$ cat src/design/aph_pkg.sv
// constants and types for the converter parallel host port
package aph_pkg;
  localparam int APH_CLK_MHZ = 250;
  localparam int APH_RESULT_W = 12;
  localparam int APH_CFG_W = 8;
  localparam int APH_CFG_ACQ_BIT = 5;
  localparam logic [7:0] APH_CFG_RESET = 8'h00;
  localparam logic [11:0] APH_RESULT_RESET = 12'h000;
  // pin timing figures in ns
  localparam int APH_DONE_CLR_NS = 100;
  localparam int APH_DATA_VALID_NS = 70;
  localparam int APH_RD_RELEASE_NS = 70;
  localparam int APH_CS_RELEASE_NS = 100;
  // longest times round down to cycles
  localparam int APH_DONE_CLR_CYC = (APH_DONE_CLR_NS * APH_CLK_MHZ) / 1000;
  localparam int APH_DATA_VALID_CYC = (APH_DATA_VALID_NS * APH_CLK_MHZ) / 1000;
  localparam int APH_RD_RELEASE_CYC = (APH_RD_RELEASE_NS * APH_CLK_MHZ) / 1000;
  localparam int APH_CS_RELEASE_CYC = (APH_CS_RELEASE_NS * APH_CLK_MHZ) / 1000;
  // conversion length in conversion-clock cycles
  localparam int APH_CONV_CYCLES = 13;
  localparam int APH_ACQ_CYCLES = 3;
  localparam int APH_INT_CLK_DIV = 26;
  typedef enum logic [1:0] {APH_IDLE, APH_ACQ, APH_CONV} aph_state_t;
endpackage

$ cat src/design/aph_sync.sv
// two-flop synchroniser for a bundle of pin inputs
`timescale 1ns/1ps
module aph_sync #(
  parameter int WIDTH = 1
) (
  // clock and reset
  input wire logic clock,
  input wire logic reset,
  // async pins and their synchronised copies
  input wire logic [WIDTH-1:0] async_in,
  output logic [WIDTH-1:0] sync_out
);
  logic [WIDTH-1:0] meta_r;
  logic [WIDTH-1:0] sync_r;
  // pins idle high after reset (strobes are active low)
  always_ff @(posedge clock or posedge reset) begin
    if (reset) begin
      meta_r <= '1;
      sync_r <= '1;
    end else begin
      meta_r <= async_in;
      sync_r <= meta_r;
    end
  end
  assign sync_out = sync_r;
endmodule

$ cat src/design/aph_host_port.sv
// parallel host port: strobes, config capture, conversion timing, done line, data bus
// Behaviour
// - while chip_select_n is low, drive conversion_done_n low once a conversion finished and its result is ready.
// - return conversion_done_n high within 100 ns after read_strobe_n falls.
// - present valid result data within 70 ns after read_strobe_n falls.
// - release the data bus within 70 ns after read_strobe_n rises.
// - release the data bus within 100 ns after chip_select_n rises.
// - the low eight data lines are bidirectional, the upper four output only.
// - conversion lasts a fixed count of conversion-clock cycles.
// - in internal acquisition a write rise with select low captures config and starts work.
// - in external acquisition the first write rise with select low starts conversion.
// - a read fall starts a bus read only while chip_select_n is low.
`timescale 1ns/1ps
module aph_host_port
  import aph_pkg::*;
#(
  parameter int CONV_CYCLES = APH_CONV_CYCLES,
  parameter int ACQ_CYCLES = APH_ACQ_CYCLES,
  parameter int INT_CLK_DIV = APH_INT_CLK_DIV
) (
  // system
  input wire logic clock,
  input wire logic reset,
  // host strobes
  input wire logic chip_select_n,
  input wire logic read_strobe_n,
  input wire logic write_strobe_n,
  input wire logic conv_clock_pin,
  input wire logic ext_clock_mode,
  // data lines: low eight bidirectional, upper four output only
  input wire logic [APH_CFG_W-1:0] data_low_in,
  output logic [APH_CFG_W-1:0] data_low_out,
  output logic [APH_CFG_W-1:0] data_low_oe,
  output logic [APH_RESULT_W-APH_CFG_W-1:0] data_high_out,
  output logic [APH_RESULT_W-APH_CFG_W-1:0] data_high_oe,
  // done line, output with enable
  output logic conversion_done_n_out,
  output logic conversion_done_n_oe,
  // converter core side
  input wire logic [APH_RESULT_W-1:0] core_result,
  output logic sample_hold,
  output logic [APH_CFG_W-1:0] config_byte
);
  import aph_pkg::*;

  logic [4:0] pins_s;
  logic cs_n_s, rd_n_s, wr_n_s, cclk_s, extm_s;
  logic rd_prev_r, wr_prev_r, cclk_prev_r;
  logic rd_prev_nxt, wr_prev_nxt, cclk_prev_nxt;
  logic rd_fall, wr_rise, cclk_fall;

  // strobes and mode pin come from outside; ext acq writes are raw data too
  aph_sync #(.WIDTH(5)) u_sync (
    .clock(clock),
    .reset(reset),
    .async_in({chip_select_n, read_strobe_n, write_strobe_n, conv_clock_pin, ext_clock_mode}),
    .sync_out(pins_s)
  );
  assign {cs_n_s, rd_n_s, wr_n_s, cclk_s, extm_s} = pins_s;

  // config data sampled twice too; host holds it past the write rise
  logic [APH_CFG_W-1:0] din_m_r, din_s_r;
  always_ff @(posedge clock or posedge reset) begin
    if (reset) begin
      din_m_r <= APH_CFG_RESET;
      din_s_r <= APH_CFG_RESET;
    end else begin
      din_m_r <= data_low_in;
      din_s_r <= din_m_r;
    end
  end

  // edge detection
  always_comb begin
    rd_prev_nxt = rd_n_s;
    wr_prev_nxt = wr_n_s;
    cclk_prev_nxt = cclk_s;
    rd_fall = rd_prev_r & ~rd_n_s;
    wr_rise = ~wr_prev_r & wr_n_s;
    cclk_fall = cclk_prev_r & ~cclk_s;
  end
  always_ff @(posedge clock or posedge reset) begin
    if (reset) begin
      rd_prev_r <= 1'b1;
      wr_prev_r <= 1'b1;
      cclk_prev_r <= 1'b0;
    end else begin
      rd_prev_r <= rd_prev_nxt;
      wr_prev_r <= wr_prev_nxt;
      cclk_prev_r <= cclk_prev_nxt;
    end
  end

  // internal conversion clock: a divider tick stands in for the clock fall
  logic [7:0] div_r, div_nxt;
  logic int_tick;
  always_comb begin
    int_tick = (div_r == 8'(INT_CLK_DIV - 1));
    div_nxt = int_tick ? 8'h00 : div_r + 8'h01;
  end
  always_ff @(posedge clock or posedge reset) begin
    if (reset) begin
      div_r <= 8'h00;
    end else begin
      div_r <= div_nxt;
    end
  end
  logic conv_tick;
  assign conv_tick = extm_s ? cclk_fall : int_tick;

  // conversion sequencer
  aph_state_t state_r, state_nxt;
  logic [APH_CFG_W-1:0] cfg_r, cfg_nxt;
  logic [APH_RESULT_W-1:0] result_r, result_nxt;
  logic [5:0] cnt_r, cnt_nxt;
  logic done_r, done_nxt;
  logic ext_acq;
  // config bit 5 low selects internal acquisition
  assign ext_acq = cfg_r[APH_CFG_ACQ_BIT];

  always_comb begin
    state_nxt = state_r;
    cfg_nxt = cfg_r;
    result_nxt = result_r;
    cnt_nxt = cnt_r;
    done_nxt = done_r;
    if (rd_fall && !cs_n_s) begin
      done_nxt = 1'b1;
    end
    case (state_r)
      APH_IDLE: begin
        // first write rise in external acq starts conversion
        if (wr_rise && !cs_n_s) begin
          cfg_nxt = din_s_r;
          cnt_nxt = 6'h00;
          if (ext_acq && din_s_r[APH_CFG_ACQ_BIT]) begin
            state_nxt = APH_CONV;
          end else if (din_s_r[APH_CFG_ACQ_BIT]) begin
            // entering external acq: wait in acquisition for the next write rise
            state_nxt = APH_ACQ;
          end else begin
            state_nxt = APH_ACQ;
          end
        end
      end
      APH_ACQ: begin
        if (ext_acq) begin
          if (wr_rise && !cs_n_s) begin
            state_nxt = APH_CONV;
            cnt_nxt = 6'h00;
          end
        end else if (conv_tick) begin
          // host keeps write high until this tick has passed
          if (cnt_r == 6'(ACQ_CYCLES - 1)) begin
            state_nxt = APH_CONV;
            cnt_nxt = 6'h00;
          end else begin
            cnt_nxt = cnt_r + 6'h01;
          end
        end
      end
      APH_CONV: begin
        if (conv_tick) begin
          if (cnt_r == 6'(CONV_CYCLES - 1)) begin
            state_nxt = APH_IDLE;
            result_nxt = core_result;
            // done goes low with the result
            done_nxt = 1'b0;
          end else begin
            cnt_nxt = cnt_r + 6'h01;
          end
        end
      end
      default: state_nxt = APH_IDLE;
    endcase
  end
  always_ff @(posedge clock or posedge reset) begin
    if (reset) begin
      state_r <= APH_IDLE;
      cfg_r <= APH_CFG_RESET;
      result_r <= APH_RESULT_RESET;
      cnt_r <= 6'h00;
      done_r <= 1'b1;
    end else begin
      state_r <= state_nxt;
      cfg_r <= cfg_nxt;
      result_r <= result_nxt;
      cnt_r <= cnt_nxt;
      done_r <= done_nxt;
    end
  end

  // bus drive: on from a read fall with select low, while both stay low
  logic drive_r, drive_nxt;
  logic [APH_RESULT_W-1:0] dout_r, dout_nxt;
  always_comb begin
    drive_nxt = drive_r;
    dout_nxt = dout_r;
    if (rd_fall && !cs_n_s) begin
      drive_nxt = 1'b1;
      // data registered on the read fall
      dout_nxt = result_r;
    end
    // release on read or select rise
    if (rd_n_s || cs_n_s) begin
      drive_nxt = 1'b0;
    end
  end
  always_ff @(posedge clock or posedge reset) begin
    if (reset) begin
      drive_r <= 1'b0;
      dout_r <= APH_RESULT_RESET;
    end else begin
      drive_r <= drive_nxt;
      dout_r <= dout_nxt;
    end
  end

  // low byte shares lines with config input; high lines output only
  assign data_low_out = dout_r[APH_CFG_W-1:0];
  assign data_high_out = dout_r[APH_RESULT_W-1:APH_CFG_W];
  assign data_low_oe = {APH_CFG_W{drive_r}};
  assign data_high_oe = {(APH_RESULT_W - APH_CFG_W){drive_r}};
  // done line floats while select is high
  assign conversion_done_n_out = done_r;
  assign conversion_done_n_oe = ~cs_n_s;
  assign sample_hold = (state_r == APH_CONV);
  assign config_byte = cfg_r;
endmodule

$ cat config.mk
export PLATFORM = sky130hd
export DESIGN_NAME = aph_host_port
export DESIGN_NICKNAME = d
export VERILOG_FILES = /design/src/design/aph_pkg.sv /design/src/design/aph_sync.sv /design/src/design/aph_host_port.sv
export SDC_FILE = /design/constraint.sdc
export NUM_CORES = 1
export LEC_CHECK = 0
export BUFFER_PORTS_ARGS = -buffer_cell sky130_fd_sc_hd__buf_4
export CELL_PAD_IN_SITES_DETAIL_PLACEMENT = 2
export CELL_PAD_IN_SITES_GLOBAL_PLACEMENT = 2
export CORE_MARGIN = 2
export CORE_UTILIZATION = 37
export CTS_CLUSTER_SIZE = 8
export DETAILED_ROUTE_END_ITERATION = 7
export PLACE_DENSITY = 0.83
export SLEW_MARGIN = 20
export SYNTH_ARGS = -nofsm -noshare
export SYNTH_HDL_FRONTEND = slang
export SYNTH_SLANG_ARGS = --single-unit
$ cat constraint.sdc
create_clock -name clock -period 2.79 [get_ports clock]
set_input_delay 0 -clock clock [delete_from_list [all_inputs] [get_ports clock]]
set_output_delay 0 -clock clock [all_outputs]
set_load 0.05 [all_outputs]
==> impl_metrics.json, run 1 <==
{
  "p_int_mw": 2.13,
  "syn_avg_cell_area_um2": 14.2,
  "slew_headroom_pct": 44.7,
  "placed_cell_area_um2": 3630,
  "overflow": 0,
  "grt_max_degree": 61,
  "yosysTopAreaCellShare_pct": 52.8,
  "dieArea_um2": 9200,
  "fill_cells": 788,
  "antenna_found_initial": 0,
  "cp_max_fo": 6,
  "crit_buf_inv": 0,
  "firstDrtPassIters": 4,
  "synth-main-ff-cell": "dfrtp_1",
  "post-cts-setup-buffers": 0,
  "cp_top_family": "compound AO/OA/AOI/OAI gates",
  "die_h_um": 95.9,
  "nets": 342,
  "place_congestion": 0.746,
  "synth_nets": 256,
  "min_period_ns": 2.20,
  "synth_area_leader_cell": "dfrtp_1",
  "finalCritPeriodShare_pct": 79.0,
  "clockBufferDepth": 2,
  "clk_pin_slew_ns": 0.09,
  "synth_area_leaders": "dfrtp_1, dfstp_2, mux2_2",
  "crit_chain": "or4b_1 > o21ai_2 > o221ai_1 > o21ai_0 > o31ai_1",
  "drt_iter0_markers": 65,
  "cts_resized": 0,
  "num_antenna_cells": 0,
  "cts_max_level": 3,
  "die_w_um": 95.9,
  "skew_ns": 0.0109,
  "placed_cells": 374,
  "cts_buffers": 9,
  "yosys_warnings": 0,
  "clock_power_share_pct": 25.4,
  "io_buffers": 61,
  "root_buffer": "clkbuf_8",
  "stdcell_count": 416,
  "max_stage_delay_ns": 0.55,
  "switchingPower_mw": 1.30,
  "clkSinkCount": 79,
  "dp_slack_ns": 0.638,
  "cp-start-kind": "flop",
  "rows": 33,
  "slew_viol_final": 0,
  "vias": 2071,
  "min_path_type": "input port to flop",
  "clock_latency_ns": 0.35,
  "detail-route-antenna-nets": 0,
  "fin_total_pwr_mw": 3.43,
  "wl_per_cell_um": 20.1,
  "cts_tree": "built",
  "area_growth_pct": 31.0,
  "rsz0062_at_grt": "false",
  "end_kind": "flop",
  "critPathKind": "flop to flop",
  "viasPerCell": 4.98,
  "worst_pin_slew_ns": 0.818,
  "power.share.sequential_pct": 41.4,
  "grt_usage_pct": 19.7,
  "pwr-share-comb_pct": 33.2,
  "grt_pass1_vias": 2372,
  "p_per_area_nw_per_um2": 838,
  "required_ns": 3.01,
  "drive_above_1_share_pct": 41.2,
  "synthCells": 220,
  "start_util_pct": 38.0,
  "synth_edf_count": 0,
  "ios": 62,
  "ys_types": 41,
  "setup_slack_ns": 0.586,
  "critPathSlowestCell": "or4b_1",
  "final_cell_area_um2": 4100,
  "drc": 0,
  "setup_tns_ns": 0,
  "status": "finished clean",
  "yosysSeqAreaShare_pct": 63.8,
  "finalHoldViolations": 0,
  "cp.arrival_ns": 2.43,
  "async_flop_share_pct": 100,
  "setup_viol": 0,
  "dp_hpwl_mm": 4.98,
  "worst_hold_slack_ns": 0.295,
  "coreArea_um2": 8220,
  "hold_buffers": 26,
  "ir_worst_vdd_v": 0.000572,
  "grt_pass1_wl_mm": 13.0,
  "leakage_nw": 1.89,
  "post-synth-top-count-cell": "dfrtp_1",
  "ys_seq_elements": 79,
  "routed_wl_mm": 8.34,
  "netlist_area_um2": 3130,
  "yosys-top-cells-count": "dfrtp_1, mux2_2, dfstp_2, buf_4, inv_1",
  "switching_share_pct": 38.0,
  "fmaxAchievable_mhz": 454,
  "fin_util_pct": 49.8,
  "cap_violations": 0
}
==> power groups by stage <==
| stage | clock network [mW] | registers, mW | logic, mW |
|---|---|---|---|
| CTS | 0.892 | 1.42 | 1.13 |
| finish | 0.873 | 1.42 | 1.14 |
| global placement | 0 | 1.42 | 1.04 |
| detailed placement | 0 | 1.43 | 1.08 |
| global route | 0.935 | 1.44 | 1.21 |
| floorplan | 0 | 1.72 | 0.435 |
==> cell families (layout without fill, tap and decap cells) <==
family,Yosys count,after routing,synth area share [%]
AND/OR/NAND/NOR,44,44,8.17
AO/OA/AOI/OAI,21,21,4.56
XOR/XNOR,6,6,1.68
flip-flops,79,79,63.8
buffers and inverters,27,118,4.92
multiplexers,34,34,13.3
adder cells (fa/ha/maj),9,9,3.60
==> final timing paths <==
path / startpoint / endpoint / slack, ns / cells after the start
worst min-delay path: read_strobe_n / u_sync.meta_r[3] / 0.30 / 2
worst min register to register: din_m_r[3] / din_s_r[3] / 0.35 / 0
min in group asynchronous: reset / div_r[7] / 0.34 / 3
max in group asynchronous: reset / u_sync.sync_out[1] / 1.72 / 4
worst max register to register: div_r[5] / cnt_r[3] / 0.59 / 5
worst max-delay path: div_r[5] / cnt_r[3] / 0.59 / 5
==> per-layer routing <==
layer,GRT usage [%],up-vias,wire length [um]
met5,0,-,0
met4,8.33,0,182
met3,3.84,14,256
met2,36.4,50,4740
met1,21.9,1089,3160
li1,-,918,-
==> worst reg2reg max path: stages, from the launching register on <==
cell and delay, ns:
dfrtp_1 0.43, or4b_1 0.55, o21ai_2 0.29, o221ai_1 0.34, o21ai_0 0.34, o31ai_1 0.12
==> cell usage in the layout (no fill, tap or decap), types with 4 or more instances in the layout <==
cell type	n
ha_1	9
nor2_1	9
dfstp_2	13
mux2_4	9
mux2_2	23
dfrtp_1	66
o21ai_0	6
inv_1	11
clkbuf_8	10
nor3_1	4
nand2_1	6
dlygate4sd3_1	26
nand3_1	9
buf_4	64
==> final cells by class <==
cell class	instances	area, um^2	share of cell area, %
multi-input combinational	114	983	24.0
clock inverter	4	53.8	1.31
clock buffer	12	145	3.54
timing repair buffer	90	741	18.1
inverter	12	47.5	1.16
tap	105	131	3.21
sequential	79	1990	48.7
==> registers in the layout (all words and copies together), names as in the netlist, 2 cells and up <==
register / cells
div_r: 8
dout_r: 12
state_r: 2
u_sync.meta_r: 5
din_m_r: 8
din_s_r: 8
u_sync.sync_out: 5
result_r: 12
cnt_r: 6
config_byte: 8
Note: power is estimated with default switching activity, not from simulation.
==> run 2: changes to the inputs <==
- ABC_AREA: not set -> 1
- CORE_UTILIZATION: 37 -> 35
- PLACE_DENSITY: 0.83 -> 0.84
- clock period: 2.79 -> 2.1 ns (I/O delays scaled with it)
==> impl_metrics.json, run 2 <==
{
  "synth_area_leader_cell": "dfrtp_1",
  "io_buffers": 61,
  "drc": 0,
  "grt_pass1_wl_mm": 14.8,
  "clk_pin_slew_ns": 0.11,
  "slew_headroom_pct": 55.1,
  "wl_met3_um": 284,
  "skew_ns": 0.0174,
  "synth-main-ff-cell": "dfrtp_1",
  "start_util_pct": 35.6,
  "reg_top3": "dout_r x12, result_r x12",
  "drive_above_1_share_pct": 29.6,
  "ys_seq_elements": 79,
  "synth_nets": 347,
  "min_path_type": "input port to asynchronous set/reset pin",
  "met1_length_mm": 3.56,
  "die_h_um": 101,
  "place_congestion": 0.816,
  "placed_cell_area_um2": 3760,
  "reg2regPathDepth": 9,
  "critPathKind": "flop to flop",
  "vias": 2387,
  "final_common_cell": "nand2_1",
  "ios": 62,
  "layout_common_cells": "nand2_1, dfrtp_1, buf_4",
  "grt_usage_pct": 19.5,
  "root_buffer": "clkbuf_8",
  "wl_met2_mm": 5.09,
  "cp_max_fo": 7,
  "cp-start-kind": "flop",
  "firstDrtPassIters": 4,
  "fill_cells": 978,
  "rsz0062_at_grt": "false",
  "fin_util_pct": 46.0,
  "end_kind": "flop",
  "overflow": 0,
  "post-synth-top-count-cell": "nand2_1",
  "synthCells": 311,
  "yosys-top-cells-count": "nand2_1, dfrtp_1, inv_1, nand3_1, nor2_1",
  "min_period_ns": 1.68,
  "cp.arrival_ns": 1.92,
  "grt_max_degree": 42,
  "area_growth_pct": 29.2,
  "netlist_area_um2": 3260,
  "p_per_area_nw_per_um2": 1080,
  "grt_pass1_vias": 2750,
  "required_ns": 2.34,
  "cts_max_level": 3,
  "cts_tree": "built",
  "fmaxAchievable_mhz": 595,
  "setup_viol": 0,
  "yosysSeqAreaShare_pct": 61.1,
  "drt_iter0_markers": 69,
  "final_cell_area_um2": 4210,
  "worst_pin_slew_ns": 0.673,
  "clock_latency_ns": 0.36,
  "dp_hpwl_mm": 5.46,
  "antenna_found_initial": 0,
  "multi_input_area_um2": 1030,
  "cap_violations": 0,
  "dieArea_um2": 10100,
  "finalHoldViolations": 0,
  "nets": 430,
  "rows": 35,
  "max_stage_delay_ns": 0.42,
  "status": "finished clean",
  "viasPerCell": 4.68,
  "yosysTopAreaCellShare_pct": 50.6,
  "setup_tns_ns": 0,
  "routed_wl_mm": 9.11,
  "rr_endpoint": "cnt_r[4]",
  "num_antenna_cells": 0,
  "syn_avg_cell_area_um2": 10.5,
  "slew_viol_final": 0,
  "crit_top_cell": "nand2_1",
  "coreArea_um2": 9150,
  "r2r_slack_ns": 0.42,
  "placed_cells": 468,
  "cts_resized": 0,
  "yosys_warnings": 0,
  "worstReg2RegStart": "state_r[1]",
  "seq_area_um2": 1990,
  "wl_per_cell_um": 17.9,
  "ys_types": 30,
  "stdcell_count": 510,
  "critPathSlowestCell": "dfrtp_1",
  "synth_edf_count": 0,
  "synth_area_leaders": "dfrtp_1, nand2_1, dfstp_2",
  "ir_worst_vdd_v": 0.000530,
  "finalCritPeriodShare_pct": 80.0,
  "clkSinkCount": 79,
  "highest_layer": "met4",
  "detail-route-antenna-nets": 0,
  "async_flop_share_pct": 100,
  "leakage_nw": 2.11,
  "die_w_um": 101,
  "crit_chain": "inv_1 > ha_1 > inv_1 > o21ai_0 > nand3_4 > nand3_1 > nand2_1 > nand2_1 > nand2_1",
  "clockBufferDepth": 2,
  "cts_buffers": 9,
  "worst_hold_slack_ns": 0.284
}
run 2: cell types whose count changed after synthesis, moves of 8 or more:
| cell | before | now |
|---|---|---|
| inv_1 | 12 | 27 |
| mux2_2 | 23 | 8 |
| mux2_4 | 9 | 0 |
| nand2_1 | 6 | 95 |
| nand3_1 | 9 | 21 |
| nor2_1 | 9 | 17 |
run 2: where the power goes:
part           internal, mW  total [mW]  leakage (nW)  switching, mW
logic                 0.488        1.53          1.12           1.05
registers              1.71        1.86         0.893          0.155
clock network         0.469        1.15        0.0974          0.680
total                  2.66        4.55          2.11           1.88
run 2: how the worst max path moves through the flow:
stage	startpoint	endpoint	slack (ns)
after global routing	state_r[0]	cnt_r[3]	0.28
after detailed placement	state_r[0]	cnt_r[2]	0.47
after CTS	state_r[1]	state_r[0]	0.42
after floorplan	reset	cclk_prev_r	0.1
after global placement	state_r[0]	cnt_r[3]	0.58
final	state_r[1]	cnt_r[4]	0.42
run 2: what timing repair did:
| action | 4_1_cts | 5_1_grt |
|---|---|---|
| endpoints found under the hold margin | 55 | 0 |
| buffers inserted | 0 | 0 |
| hold buffers | 26 | 0 |
run 2: cell families after synthesis:
kind of cell	Yosys count	synth area share, %
buffers and inverters	47	7.44
adder cells (fa/ha/maj)	9	3.45
XOR/XNOR	4	1.07
AND/OR/NAND/NOR	154	22.5
multiplexers	8	2.76
AO/OA/AOI/OAI	10	1.65
flip-flops	79	61.1
run 2: per-layer routing:
metal | GRT usage, % | vias up
li1 | - | 1126
met1 | 21.8 | 1195
met2 | 36.7 | 52
met3 | 4.30 | 14
met4 | 6.22 | 0
met5 | 0 | -
run 2: final cells by class:
cell class | instances | share of cell area [%]
Multi-Input combinational cell | 185 | 24.3
Tap cell | 111 | 3.30
Clock inverter | 7 | 1.72
Sequential cell | 79 | 47.3
Inverter | 30 | 2.70
Clock buffer | 9 | 2.94
Timing Repair Buffer | 89 | 17.7
run 2: stage by stage:
| stage | setup slack, ns | power (mW) |
|---|---|---|
| CTS | 0.422 | 4.56 |
| floorplan | 0.0981 | 2.88 |
| finish | 0.420 | 4.55 |
| detailed placement | 0.473 | 3.34 |
| global route | 0.285 | 4.78 |
| global placement | 0.581 | 3.26 |
run 2: critical path, delay by kind of cell, from the launching register on:
kind | cells | cell delay [ns]
AOI/OAI and AO/OA | 1 | 0.30
adders and majority gates | 1 | 0.18
buffers and inverters | 2 | 0.18
DFF | 1 | 0.42
and+or+nand+nor | 5 | 0.48
==> run 3: changes to the inputs <==
- clock period: 2.1 -> 1.6 ns (I/O delays scaled with it)
==> impl_metrics.json, run 3 (synthesized netlist as in run 2, its figures left out) <==
{
  "required_ns": 1.85,
  "p_per_area_nw_per_um2": 1430,
  "cp_max_fo": 4,
  "grt_pass1_vias": 2774,
  "fmaxAchievable_mhz": 633,
  "grt_pass1_wl_mm": 14.1,
  "reg_top3": "dout_r x12, result_r x12",
  "rsz0062_at_grt": "true",
  "drt_iter0_markers": 60,
  "area_growth_pct": 33.4,
  "ios": 62,
  "finalCritPeriodShare_pct": 98.8,
  "setup_tns_ns": 0,
  "slew_viol_final": 0,
  "status": "finished clean",
  "dieArea_um2": 10100,
  "grt_max_degree": 80,
  "cp-start-kind": "flop",
  "start_util_pct": 35.6,
  "layout_common_cells": "nand2_1, buf_4, dfrtp_1",
  "clock_latency_ns": 0.36,
  "overflow": 0,
  "cts_buffers": 9,
  "place_congestion": 0.772,
  "vias": 2478,
  "reg2regPathDepth": 9,
  "setup_viol": 0,
  "nets": 437,
  "final_common_cell": "nand2_1",
  "detail-route-antenna-nets": 0,
  "grt_usage_pct": 18.5,
  "final_cell_area_um2": 4350,
  "cts_max_level": 3,
  "firstDrtPassIters": 4,
  "dp_slack_ns": -0.0768,
  "ir_worst_vdd_v": 0.000585,
  "leakage_nw": 2.15,
  "drive_above_1_share_pct": 36.2,
  "min_period_ns": 1.58,
  "rows": 35,
  "io_buffers": 61,
  "clockBufferDepth": 2,
  "die_w_um": 101,
  "cap_violations": 0,
  "critPathKind": "flop to flop",
  "wl_per_cell_um": 17.9,
  "hold_depth": 2,
  "cts_tree": "built",
  "placed_cell_area_um2": 3780,
  "end_kind": "flop",
  "skew_ns": 0.0136,
  "root_buffer": "clkbuf_8",
  "worst_pin_slew_ns": 0.461,
  "placed_cells": 471,
  "coreArea_um2": 9150,
  "drc": 0,
  "routed_wl_mm": 9.26,
  "antenna_found_initial": 0,
  "cp.arrival_ns": 1.83,
  "clk_pin_slew_ns": 0.10,
  "fin_util_pct": 47.6,
  "clkSinkCount": 79,
  "dp_hpwl_mm": 5.51,
  "min_path_type": "input port to flop",
  "slew_headroom_pct": 69.2,
  "finalHoldViolations": 0,
  "setup_slack_ns": 0.0195,
  "die_h_um": 101,
  "viasPerCell": 4.78,
  "stdcell_count": 518
}
run 3: changes by cell type in the layout (fill, tap and decap cells not counted), moves of 2 or more:
cell / before / now
buf_4: 62 / 68
dfrtp_1: 66 / 64
dfrtp_2: 0 / 2
ha_1: 9 / 5
ha_4: 0 / 3
inv_1: 26 / 20
inv_2: 3 / 9
inv_8: 2 / 4
nand2_1: 95 / 90
nand2_2: 2 / 6
nand3_1: 21 / 19
nand3_2: 1 / 3
o21ai_0: 5 / 2
o21ai_2: 0 / 2
run 3: area by class of cell:
class	count	area [um^2]
antenna	1	2.50
clock inverter	7	70.1
fill	929	4800
clock buffer	9	124
tap	111	139
inverter	30	116
timing repair buffer	96	802
multi-input combinational	185	1100
sequential	79	2000
run 3: final timing paths:
path                                start                 end  slack, ns
max                            state_r[0]          state_r[0]       0.02
min in group asynchronous           reset         result_r[0]       0.36
max in group asynchronous           reset  u_sync.sync_out[1]       0.89
min reg2reg                    din_m_r[1]          din_s_r[1]       0.36
min                        data_low_in[7]          din_m_r[7]       0.27
max reg2reg                    state_r[0]          state_r[0]       0.02
run 3: where the power goes:
| part | leakage (nW) | switching, mW | internal (mW) | total, mW |
|---|---|---|---|---|
| Combinational | 1.16 | 1.52 | 0.776 | 2.29 |
| Clock | 0.0981 | 0.904 | 0.619 | 1.52 |
| Sequential | 0.892 | 0.184 | 2.24 | 2.43 |
run 3: per-stage QoR:
step	hold WS (ns)	power (mW)
2_1_floorplan	0.00448	3.78
3_3_place_gp	0.108	4.31
3_5_place_dp	0.110	4.43
4_1_cts	0.264	6.02
5_1_grt	0.276	6.55
6_report	0.275	6.24
run 3: worst max-delay path, stage by stage, from the launching register on:
cell and delay (ns):
dfrtp_2 0.46, ha_4 0.18, nand2_1 0.08, inv_1 0.07
o21ai_1 0.18, nand2_1 0.10, nor2_2 0.13, nand2_2 0.10
nand2_1 0.09, o21ai_1 0.07
run 3: what timing repair did:
action                                  in CTS  in global routing
pin swaps                                    0                 10
hold buffers                                26                  0
endpoints found under the setup margin       8                 16
endpoints found under the hold margin       91                  0
gates resized for setup                      4                 24
setup buffers                                1                  3
run 3: routing by layer:
metal / GRT usage (%) / vias up / share of wire, %
met5: 0 / - / 0
met4: 8.11 / 0 / 2.1
met3: 3.95 / 17 / 3.5
met2: 33.1 / 55 / 54
met1: 21.2 / 1268 / 41
li1: - / 1138 / -
